--- src/hw/caes_defines.vh ---
`ifndef CAES_DEFINES_VH
`define CAES_DEFINES_VH

// operand addressing modes, 4-bit codes
`define CAES_REGISTER_ONLY_MODE      4'h0
`define CAES_BRANCH_OFFSET_MODE      4'h1
`define CAES_INLINE8_MODE            4'h2
`define CAES_INLINE16_MODE           4'h3
`define CAES_PAGE_ZERO_MODE          4'h4
`define CAES_FULL_ADDRESS_MODE       4'h5
`define CAES_INDEX_PLAIN_MODE        4'h6
`define CAES_INDEX_POSTINC_MODE      4'h7
`define CAES_INDEX_OFF8_MODE         4'h8
`define CAES_INDEX_OFF8_POSTINC_MODE 4'h9
`define CAES_INDEX_OFF16_MODE        4'hA
`define CAES_STACK_OFF8_MODE         4'hB
`define CAES_STACK_OFF16_MODE        4'hC

// vectors and fixed values
`define CAES_RESET_VEC    16'hFFFE
`define CAES_TRAP_VEC     16'hFFFC
`define CAES_IRQ_VEC_TOP  16'hFFFA
`define CAES_PAGE_ZERO_HI 8'h00
`define CAES_INC          16'h0001
`define CAES_MASK_BIT     3
`define CAES_FILL_LAST    2'h2
`define CAES_PUSH_LAST    3'h4

`endif

--- src/hw/caes_addr_gen.v ---
`timescale 1ns/1ps
`include "caes_defines.vh"

module caes_addr_gen (
    // operand context
    input  wire [3:0]  i_mode,
    input  wire [15:0] i_pc,
    input  wire [15:0] i_hx,
    input  wire [15:0] i_sp,
    input  wire [15:0] i_off,
    input  wire        i_br_cond,
    // formed address or operand value
    output reg  [15:0] o_ea
);

    wire [15:0] off8_z;
    wire [15:0] off8_s;
    wire [15:0] pc_next;

    // 16-bit sums drop the carry, so every address wraps
    assign off8_z  = {8'h00, i_off[7:0]};
    assign off8_s  = {{8{i_off[7]}}, i_off[7:0]};
    assign pc_next = i_pc + `CAES_INC;

    // address forming per mode
    always @* begin
        case (i_mode)
            `CAES_BRANCH_OFFSET_MODE:
                o_ea = i_br_cond ? pc_next + off8_s : pc_next;
            `CAES_INLINE8_MODE:  o_ea = off8_z;
            `CAES_INLINE16_MODE: o_ea = i_off;
            `CAES_PAGE_ZERO_MODE:
                o_ea = {`CAES_PAGE_ZERO_HI, i_off[7:0]};
            `CAES_FULL_ADDRESS_MODE: o_ea = i_off;
            `CAES_INDEX_PLAIN_MODE,
            `CAES_INDEX_POSTINC_MODE: o_ea = i_hx;
            `CAES_INDEX_OFF8_MODE,
            `CAES_INDEX_OFF8_POSTINC_MODE:
                o_ea = i_hx + off8_z;
            `CAES_INDEX_OFF16_MODE: o_ea = i_hx + i_off;
            `CAES_STACK_OFF8_MODE:  o_ea = i_sp + off8_z;
            `CAES_STACK_OFF16_MODE: o_ea = i_sp + i_off;
            default: o_ea = 16'h0000;
        endcase
    end

endmodule

--- src/hw/caes_seq.v ---
`timescale 1ns/1ps
`include "caes_defines.vh"

module caes_seq #(
    parameter NIRQ = 8
) (
    // clock and reset
    input  wire            i_sys_clk,
    input  wire            i_rstn,
    // reset completion
    input  wire            i_ext_rst_n,
    input  wire            i_src_done,
    // cpu core state and events
    input  wire            i_boundary,
    input  wire            i_trap_op,
    input  wire            i_wait_op,
    input  wire            i_mask_clr,
    input  wire [15:0]     i_pc,
    input  wire [15:0]     i_hx,
    input  wire [15:0]     i_sp,
    input  wire [7:0]      i_acc,
    input  wire [7:0]      i_ccr,
    // operand request
    input  wire            i_ea_req,
    input  wire [3:0]      i_ea_mode,
    input  wire            i_br_cond,
    // interrupt sources and debug
    input  wire [NIRQ-1:0] i_irq_pend,
    input  wire            i_dbg_halt,
    input  wire            i_dbg_go,
    // memory bus
    input  wire [7:0]      i_bus_rdata,
    output wire [15:0]     o_bus_addr,
    output wire            o_bus_rd,
    output wire            o_bus_wr,
    output wire [7:0]      o_bus_wdata,
    output wire            o_qfill,
    // results to the core
    output wire            o_busy,
    output wire            o_ea_done,
    output wire [15:0]     o_ea,
    output wire [7:0]      o_opnd,
    output wire            o_hx_wr,
    output wire [15:0]     o_hx_new,
    output wire            o_sp_wr,
    output wire [15:0]     o_sp_new,
    output wire            o_pc_wr,
    output wire [15:0]     o_pc_new,
    output wire            o_set_mask,
    output wire            o_clr_mask,
    output wire            o_cpu_clk_en,
    output wire            o_bgnd
);

    ////////////////////////////////////////////////////////////////////
    // states, one-hot
    localparam [10:0] S_RSTW  = 11'h001;
    localparam [10:0] S_VHI   = 11'h002;
    localparam [10:0] S_VLO   = 11'h004;
    localparam [10:0] S_FREE  = 11'h008;
    localparam [10:0] S_FILL  = 11'h010;
    localparam [10:0] S_IDLE  = 11'h020;
    localparam [10:0] S_OFF   = 11'h040;
    localparam [10:0] S_OPND  = 11'h080;
    localparam [10:0] S_PUSH  = 11'h100;
    localparam [10:0] S_SLEEP = 11'h200;
    localparam [10:0] S_BGND  = 11'h400;

    reg [10:0] state_q;
    reg        rst_pin_m_q;
    reg        rst_pin_s_q;
    reg [15:0] addr_q;
    reg        rd_q;
    reg        wr_q;
    reg [7:0]  wdata_q;
    reg        qfill_q;
    reg [2:0]  cnt_q;
    reg [1:0]  nb_q;
    reg [3:0]  mode_q;
    reg        brc_q;
    reg [15:0] pc_q;
    reg [15:0] hx_q;
    reg [15:0] sp_q;
    reg [15:0] off_q;
    reg [15:0] vec_q;
    reg [15:0] tgt_q;
    reg [39:0] stk_q;
    reg        done_q;
    reg [15:0] ea_q;
    reg [7:0]  opnd_q;
    reg        hx_wr_q;
    reg [15:0] hx_new_q;
    reg        sp_wr_q;
    reg        pc_wr_q;
    reg        set_mask_q;
    reg        clr_mask_q;
    reg        clk_en_q;
    reg        bgnd_q;

    reg [1:0]  nb_req;
    reg        mem_req;
    reg        irq_any;
    reg [15:0] irq_vec;
    integer    k;

    wire [15:0] off_now;
    wire [15:0] gen_ea;
    wire        mem_mode;
    wire        post_inc;
    wire        irq_ok;

    ////////////////////////////////////////////////////////////////////
    // reset pin synchroniser; the first stage feeds only the second
    always @(posedge i_sys_clk or negedge i_rstn) begin
        if (!i_rstn) begin
            rst_pin_m_q <= 1'b0;
            rst_pin_s_q <= 1'b0;
        end else begin
            rst_pin_m_q <= i_ext_rst_n;
            rst_pin_s_q <= rst_pin_m_q;
        end
    end

    // offset bytes needed per mode, and whether the operand is read
    always @* begin
        nb_req  = 2'd0;
        mem_req = 1'b1;
        case (i_ea_mode)
            `CAES_REGISTER_ONLY_MODE: mem_req = 1'b0;
            `CAES_BRANCH_OFFSET_MODE, `CAES_INLINE8_MODE: begin
                nb_req  = 2'd1;
                mem_req = 1'b0;
            end
            `CAES_INLINE16_MODE: begin
                nb_req  = 2'd2;
                mem_req = 1'b0;
            end
            `CAES_PAGE_ZERO_MODE, `CAES_INDEX_OFF8_MODE,
            `CAES_INDEX_OFF8_POSTINC_MODE, `CAES_STACK_OFF8_MODE:
                nb_req = 2'd1;
            `CAES_FULL_ADDRESS_MODE, `CAES_INDEX_OFF16_MODE,
            `CAES_STACK_OFF16_MODE:
                nb_req = 2'd2;
            default: nb_req = 2'd0;
        endcase
    end

    // lowest index wins: scanning downward lets it overwrite
    always @* begin
        irq_any = 1'b0;
        irq_vec = `CAES_IRQ_VEC_TOP;
        for (k = NIRQ - 1; k >= 0; k = k - 1) begin
            if (i_irq_pend[k]) begin
                irq_any = 1'b1;
                irq_vec = `CAES_IRQ_VEC_TOP - {k[14:0], 1'b0};
            end
        end
    end

    // an instruction clearing the mask blocks interrupt entry at this boundary
    assign irq_ok = irq_any & ~i_ccr[`CAES_MASK_BIT] & ~i_mask_clr;

    // the last offset byte joins the earlier one, upper byte first
    assign off_now  = (nb_q == 2'd2) ? {off_q[7:0], i_bus_rdata}
                                     : {8'h00, i_bus_rdata};
    assign mem_mode = (mode_q != `CAES_BRANCH_OFFSET_MODE) &&
                      (mode_q != `CAES_INLINE8_MODE) &&
                      (mode_q != `CAES_INLINE16_MODE);
    assign post_inc = (mode_q == `CAES_INDEX_POSTINC_MODE) ||
                      (mode_q == `CAES_INDEX_OFF8_POSTINC_MODE);

    caes_addr_gen u_gen (
        .i_mode    (mode_q),
        .i_pc      (pc_q),
        .i_hx      (hx_q),
        .i_sp      (sp_q),
        .i_off     (off_now),
        .i_br_cond (brc_q),
        .o_ea      (gen_ea)
    );

    ////////////////////////////////////////////////////////////////////
    // main sequencer; async reset drops any activity at once
    always @(posedge i_sys_clk or negedge i_rstn) begin
        if (!i_rstn) begin
            state_q    <= S_RSTW;
            addr_q     <= 16'h0000;
            rd_q       <= 1'b0;
            wr_q       <= 1'b0;
            wdata_q    <= 8'h00;
            qfill_q    <= 1'b0;
            cnt_q      <= 3'h0;
            nb_q       <= 2'h0;
            mode_q     <= 4'h0;
            brc_q      <= 1'b0;
            pc_q       <= 16'h0000;
            hx_q       <= 16'h0000;
            sp_q       <= 16'h0000;
            off_q      <= 16'h0000;
            vec_q      <= 16'h0000;
            tgt_q      <= 16'h0000;
            stk_q      <= 40'h00_0000_0000;
            done_q     <= 1'b0;
            ea_q       <= 16'h0000;
            opnd_q     <= 8'h00;
            hx_wr_q    <= 1'b0;
            hx_new_q   <= 16'h0000;
            sp_wr_q    <= 1'b0;
            pc_wr_q    <= 1'b0;
            set_mask_q <= 1'b0;
            clr_mask_q <= 1'b0;
            clk_en_q   <= 1'b0;
            bgnd_q     <= 1'b0;
        end else begin
            // one-cycle strobes fall back unless set below
            done_q     <= 1'b0;
            hx_wr_q    <= 1'b0;
            sp_wr_q    <= 1'b0;
            pc_wr_q    <= 1'b0;
            set_mask_q <= 1'b0;
            clr_mask_q <= 1'b0;
            case (state_q)
                S_RSTW: begin
                    // both the source check and the pin must be done
                    if (rst_pin_s_q && i_src_done) begin
                        vec_q  <= `CAES_RESET_VEC;
                        addr_q <= `CAES_RESET_VEC;
                        rd_q   <= 1'b1;
                        state_q <= S_VHI;
                    end
                end
                S_VHI: begin
                    tgt_q[15:8] <= i_bus_rdata;
                    addr_q      <= vec_q + `CAES_INC;
                    state_q     <= S_VLO;
                end
                S_VLO: begin
                    tgt_q[7:0] <= i_bus_rdata;
                    rd_q       <= 1'b0;
                    state_q    <= S_FREE;
                end
                S_FREE: begin
                    // free bus cycle, then queue refill
                    addr_q  <= tgt_q;
                    rd_q    <= 1'b1;
                    qfill_q <= 1'b1;
                    cnt_q   <= 3'h0;
                    state_q <= S_FILL;
                end
                S_FILL: begin
                    addr_q <= addr_q + `CAES_INC;
                    cnt_q  <= cnt_q + 3'h1;
                    if (cnt_q[1:0] == `CAES_FILL_LAST) begin
                        rd_q     <= 1'b0;
                        qfill_q  <= 1'b0;
                        pc_wr_q  <= 1'b1;
                        clk_en_q <= 1'b1;
                        state_q  <= S_IDLE;
                    end
                end
                S_IDLE: begin
                    if (i_boundary && (i_trap_op || irq_ok)) begin
                        // taken only at a boundary: i_pc is next
                        // trap ignores the mask
                        vec_q   <= i_trap_op ? `CAES_TRAP_VEC
                                             : irq_vec;
                        // upper index byte left out of the frame
                        stk_q   <= {i_ccr, i_acc, i_hx[7:0],
                                    i_pc[15:8], 8'h00};
                        wdata_q <= i_pc[7:0];
                        addr_q  <= i_sp;
                        wr_q    <= 1'b1;
                        cnt_q   <= 3'h0;
                        state_q <= S_PUSH;
                    end else if (i_wait_op) begin
                        clr_mask_q <= 1'b1;
                        clk_en_q   <= 1'b0;
                        state_q    <= S_SLEEP;
                    end else if (i_ea_req) begin
                        mode_q <= i_ea_mode;
                        brc_q  <= i_br_cond;
                        pc_q   <= i_pc;
                        hx_q   <= i_hx;
                        sp_q   <= i_sp;
                        nb_q   <= nb_req;
                        cnt_q  <= 3'h0;
                        if (nb_req != 2'd0) begin
                            addr_q  <= i_pc;
                            rd_q    <= 1'b1;
                            state_q <= S_OFF;
                        end else if (mem_req) begin
                            // plain index: operand sits at the pair
                            ea_q    <= i_hx;
                            addr_q  <= i_hx;
                            rd_q    <= 1'b1;
                            state_q <= S_OPND;
                        end else begin
                            ea_q   <= 16'h0000;
                            done_q <= 1'b1;
                        end
                    end
                end
                S_OFF: begin
                    off_q  <= off_now;
                    cnt_q  <= cnt_q + 3'h1;
                    addr_q <= addr_q + `CAES_INC;
                    if (cnt_q[1:0] + 2'd1 == nb_q) begin
                        ea_q <= gen_ea;
                        if (mem_mode) begin
                            addr_q  <= gen_ea;
                            state_q <= S_OPND;
                        end else begin
                            rd_q    <= 1'b0;
                            done_q  <= 1'b1;
                            state_q <= S_IDLE;
                        end
                    end
                end
                S_OPND: begin
                    // pair is bumped only after the fetch
                    opnd_q  <= i_bus_rdata;
                    rd_q    <= 1'b0;
                    done_q  <= 1'b1;
                    hx_wr_q <= post_inc;
                    hx_new_q <= hx_q + `CAES_INC;
                    state_q <= S_IDLE;
                end
                S_PUSH: begin
                    addr_q  <= addr_q - `CAES_INC;
                    cnt_q   <= cnt_q + 3'h1;
                    wdata_q <= stk_q[15:8];
                    stk_q   <= {8'h00, stk_q[39:8]};
                    if (cnt_q == `CAES_PUSH_LAST) begin
                        wr_q       <= 1'b0;
                        set_mask_q <= 1'b1;
                        sp_q       <= addr_q - `CAES_INC;
                        sp_wr_q    <= 1'b1;
                        addr_q     <= vec_q;
                        rd_q       <= 1'b1;
                        state_q    <= S_VHI;
                    end
                end
                S_SLEEP: begin
                    // the sequencer itself keeps running to watch wakes
                    if (i_dbg_halt) begin
                        clk_en_q <= 1'b1;
                        bgnd_q   <= 1'b1;
                        state_q  <= S_BGND;
                    end else if (irq_any) begin
                        // pc already points past the wait; enter direct
                        clk_en_q <= 1'b1;
                        vec_q    <= irq_vec;
                        stk_q    <= {i_ccr, i_acc, i_hx[7:0],
                                     i_pc[15:8], 8'h00};
                        wdata_q  <= i_pc[7:0];
                        addr_q   <= i_sp;
                        wr_q     <= 1'b1;
                        cnt_q    <= 3'h0;
                        state_q  <= S_PUSH;
                    end
                end
                S_BGND: begin
                    if (i_dbg_go) begin
                        bgnd_q  <= 1'b0;
                        state_q <= S_IDLE;
                    end
                end
                default: state_q <= S_RSTW;
            endcase
        end
    end

    ////////////////////////////////////////////////////////////////////
    // outputs
    assign o_bus_addr   = addr_q;
    assign o_bus_rd     = rd_q;
    assign o_bus_wr     = wr_q;
    assign o_bus_wdata  = wdata_q;
    assign o_qfill      = qfill_q;
    assign o_busy       = (state_q != S_IDLE);
    assign o_ea_done    = done_q;
    assign o_ea         = ea_q;
    assign o_opnd       = opnd_q;
    assign o_hx_wr      = hx_wr_q;
    assign o_hx_new     = hx_new_q;
    assign o_sp_wr      = sp_wr_q;
    assign o_sp_new     = sp_q;
    assign o_pc_wr      = pc_wr_q;
    assign o_pc_new     = tgt_q;
    assign o_set_mask   = set_mask_q;
    assign o_clr_mask   = clr_mask_q;
    assign o_cpu_clk_en = clk_en_q;
    assign o_bgnd       = bgnd_q;

endmodule

--- config.mk ---
export PLATFORM = sky130hd
export DESIGN_NAME = caes_seq
export DESIGN_NICKNAME = d
export VERILOG_FILES = /design/src/hw/caes_addr_gen.v /design/src/hw/caes_seq.v
export VERILOG_INCLUDE_DIRS = /design/src /design/src/hw
export SDC_FILE = /design/constraint.sdc
export NUM_CORES = 1
export LEC_CHECK = 0
export BUFFER_PORTS_ARGS = -buffer_cell sky130_fd_sc_hd__clkbuf_2
export CORE_UTILIZATION = 30
export DETAILED_ROUTE_END_ITERATION = 7
export PLACE_DENSITY_LB_ADDON = 0.2
export SYNTH_ARGS = -nofsm -noshare
export SYNTH_HDL_FRONTEND = slang
export SYNTH_HIERARCHICAL = 1
export SYNTH_SLANG_ARGS = --single-unit
--- constraint.sdc ---
create_clock -name i_sys_clk -period 3.5 [get_ports i_sys_clk]
set_clock_uncertainty 0.2 [all_clocks]
set_input_delay 0.35 -clock i_sys_clk [delete_from_list [all_inputs] [get_ports i_sys_clk]]
set_output_delay 0.35 -clock i_sys_clk [all_outputs]
set_load 0.02 [all_outputs]
==> summary.txt <==
Outcome
  • Status: finished with violations
  • Failing checks: DRC, setup timing

Route
  • Vias: 14,857
  • Detailed Route Iter0 Violations: 1,342
  • Antenna viol nets, final: 0
  • Post-Route WL: 65,230 um
  • Drt via density: 5.383
  • Iteration count of the initial detailed-routing pass: 8
  • WL/cell: 23.63 um
  • Drt drc: 18

Timing
  • Worst-Margin Slew: 1.018 ns
  • Max Slew Vio Count: 0
  • Setup slack after layout: -0.1110 ns
  • Hold Violations, Final: 0
  • Period utilisation layout: 103.2%
  • Min Tclk post-route: 3.611 ns
  • Slew margin rel.: 31.41%
  • Setup violations, final: 9
  • Worst hold slack: 0.01880 ns
  • RSZ-0062 raised after global routing: true
  • Fmax achieved: 276.9 MHz

Place
  • Placer Congestion: 0.9294
  • Port Buf Inserts: 203
  • HPWL Detailed: 51,040 um

Synth
  • Post-Syn Area: 14,350 um2
  • #FFs+latches synth: 206
  • Distinct cells, synth: 96
  • Syn_nets: 1,869
  • YS warnings: 6
  • Cells after synthesis: 1,716
  • Post-synth EDFFs: 0
  • Main synth FF type: dfrtp_1
  • Post-synth ARST share: 100.0%
  • Syn Area/Cell: 8.360 um2
  • Sequential share of the synthesized area: 35.94%

GRT
  • First-pass GRT wire length: 94,470 um
  • Pin count of the biggest net entering global routing: 82
  • Number of global-route vias before repair: 14,305
  • Grt ovf: 0
  • Total Routing Usage GR: 26.46%
  • Initial antenna violation count: 2

Worst hold path
  • Hold Crit Depth: 3
  • Worst hold endpoint: mode_q[0]$_DFFE_PN0P_
  • Hold Startpoint: i_ea_mode[0]
  • Worst Hold Class: in2reg

Worst setup path
  • Worst-path cell chain: ha_4 > nand3_4 > nor2_4 > nand4_1 > xnor2_2 > ha_1 > a21oi_2 > o21ai_1 > o21ba_4 > o21ai_2 > xor2_1 > nand3_1 > o211ai_1 > nand3_1 > o311ai_2 > a2111oi_1 > nor2_1
  • Cell mode on critical path: nand3_1
  • WP buf/inv: 0
  • Worst EP arrival: 3.86 ns
  • Top delay family on crit path: compound AO/OA/AOI/OAI gates
  • Setup crit end kind: flip-flop
  • CP max stage cell: dfrtp_1
  • Worst-path fanout max: 3
  • Crit path largest cell delay: 0.41 ns
  • R2r startpoint: pc_q[1]$_DFFE_PN0P_
  • Number of cells on the worst reg-to-reg path: 17
  • R2R Setup Slk: -0.11 ns
  • WS Path Type: reg2reg
  • Worst endpoint required time: 3.75 ns
  • Critical Path Start Type: flip-flop
  • End of the worst register-to-register path: o_bus_addr[13]$_DFFE_PN0P_

Floorplanning
  • Die height: 220.7 um
  • Area of the core: 46,850 um2
  • Starting density of the core: 30.62%
  • Die width: 220.7 um
  • DIE AREA: 48,700 um2
  • IO Count: 204
  • Site Rows: 79

Power
  • Pleak: 9.029 nW
  • PD cells: 447.2 nW/um2
  • Peak supply drop: 0.3527 mV

Final layout
  • Util after Layout: 41.65%
  • Commonest cells after routing, fill and taps aside: 328 x nand2_1, 203 x dfrtp_1, 203 x buf_4
  • Multi-input gate area: 9141 um2
  • Area Overhead vs Synth: 36.04%
  • Filler cells: 4,827
  • Sequential Area: 5159 um2
  • Commonest non-fill, non-tap cell in the layout: nand2_1
  • Share of cells above drive strength 1: 27.88%
  • Nets: 2,285

Job
  • Max_cap viols: 0

CTS
  • Clock slew at reported path FFs: 0.06 ns
  • Root Buffer: clkbuf_16
  • CTS Buf Count: 27
  • H-tree depth: 1
  • TritonCTS clock tree: done
  • Skew-Pair Late Insertion Delay: 0.59 ns
  • Clock Path Buffers: 3
  • Num Clock Sinks: 206
-- timing repair --
| item | CTS | global route |
|---|---|---|
| gates resized for setup | 54 | 43 |
| pin swaps | 39 | 39 |
| buffers inserted | 6 | 5 |
| endpoints found under the setup margin | 14 | 15 |
| hold buffers | 71 | 0 |
| hold endpoints to repair | 168 | 0 |
-- metal layers --
layer	track usage (%)	up-vias	part of all wire, %
met2	42.41	564	46
li1	-	7027	-
met1	36.15	7161	44
met5	0	-	0
met4	8.973	0	3.5
met3	4.000	105	6.6
-- flip-flops by register name (all words and copies together) (netlist names), 2 cells and up --
signal,cells
stk_q,32
o_hx_new,16
mode_q,4
nb_q,2
o_opnd,8
pc_q,16
o_bus_wdata,8
o_bus_addr,16
off_q,8
o_ea,16
vec_q,5
o_sp_new,16
hx_q,16
o_pc_new,16
cnt_q,3
state_q,11
-- where the power goes --
group	internal, mW	switching [mW]	total [mW]
Combinational	1.04	1.77	2.82
Sequential	2.70	0.357	3.05
Clock	1.69	1.17	2.86
-- worst min-delay path, cell delays in order --
cell      delay, ns
clkbuf_2       0.21
nand2_1        0.12
nand2_1        0.07
-- how the worst max path moves through the flow --
stage,to,start,depth (start not counted),slack (ns)
global placement,o_bus_addr[13]$_DFFE_PN0P_,nb_q[0]$_DFFE_PN0P_,15,-0.41
finish,o_bus_addr[13]$_DFFE_PN0P_,pc_q[1]$_DFFE_PN0P_,17,-0.11
floorplan,o_bus_addr[12]$_DFFE_PN0P_,mode_q[1]$_DFFE_PN0P_,15,0.01
CTS,o_bus_addr[12]$_DFFE_PN0P_,pc_q[0]$_DFFE_PN0P_,15,-0.11
global route,o_bus_addr[13]$_DFFE_PN0P_,pc_q[1]$_DFFE_PN0P_,17,-0.25
detailed placement,o_bus_addr[13]$_DFFE_PN0P_,nb_q[0]$_DFFE_PN0P_,15,-0.38
-- cells by family after synthesis --
group,Yosys count,synth area share [%]
AND/OR/NAND/NOR,716,23.20
AO/OA/AOI/OAI,430,20.21
flip-flops,206,35.94
buffers and inverters,127,3.550
XOR/XNOR,95,5.800
multiplexers,85,6.167
adder cells (fa/ha/maj),57,5.129
-- cell usage after synthesis, drive strengths merged, types with 7 or more instances --
library cell / count / share of area, %
nand2: 334 / 8.7
dfrtp: 205 / 36
nor2: 131 / 3.4
o21ai: 125 / 4.4
a21oi: 75 / 2.7
clkbuf: 73 / 1.9
mux2i: 58 / 4.0
nand3: 57 / 2.0
xnor2: 55 / 3.4
ha: 54 / 4.7
xor2: 40 / 2.4
a31oi: 36 / 1.6
and2: 30 / 1.3
buf: 30 / 1.0
nor3: 29 / 1.1
mux2: 27 / 2.1
o211ai: 25 / 1.4
inv: 23 / 0.60
nand4: 22 / 0.96
a211oi: 19 / 1.1
nor4: 18 / 0.93
nand2b: 17 / 0.74
a22oi: 16 / 0.84
a21o: 15 / 0.79
o22ai: 13 / 0.57
nor2b: 12 / 0.52
or3: 12 / 0.53
o21a: 11 / 0.58
a211o: 10 / 0.62
or4: 10 / 0.58
a2111oi: 9 / 0.69
and3: 8 / 0.35
o31ai: 8 / 0.45
or2: 8 / 0.35
a221oi: 7 / 0.47
a222oi: 7 / 0.49
and4: 7 / 0.43
o221ai: 7 / 0.47
-- cell type report --
cell class,count,share of cell area [%]
antenna,1,0.01282
clock buffer,42,4.212
clock inverter,7,0.4167
inverter,24,0.4616
multi-input combinational,1383,46.84
sequential,206,26.43
tap,607,3.892
timing repair buffer,490,17.73
-- through the flow --
step	cells	total power, mW	area, um2	setup TNS [ns]	worst slack (ns)
global placement	2628	5.770	17340	-2.045	-0.4120
detailed placement	2628	5.783	17340	-2.103	-0.3787
CTS	2754	8.747	19270	-0.3220	-0.1131
finish	2760	8.728	19520	-0.3855	-0.1110
global route	2759	9.130	19510	-2.357	-0.2536
floorplan	1716	4.603	14350	0	0.01485
Note: power is estimated with default switching activity, not from simulation.
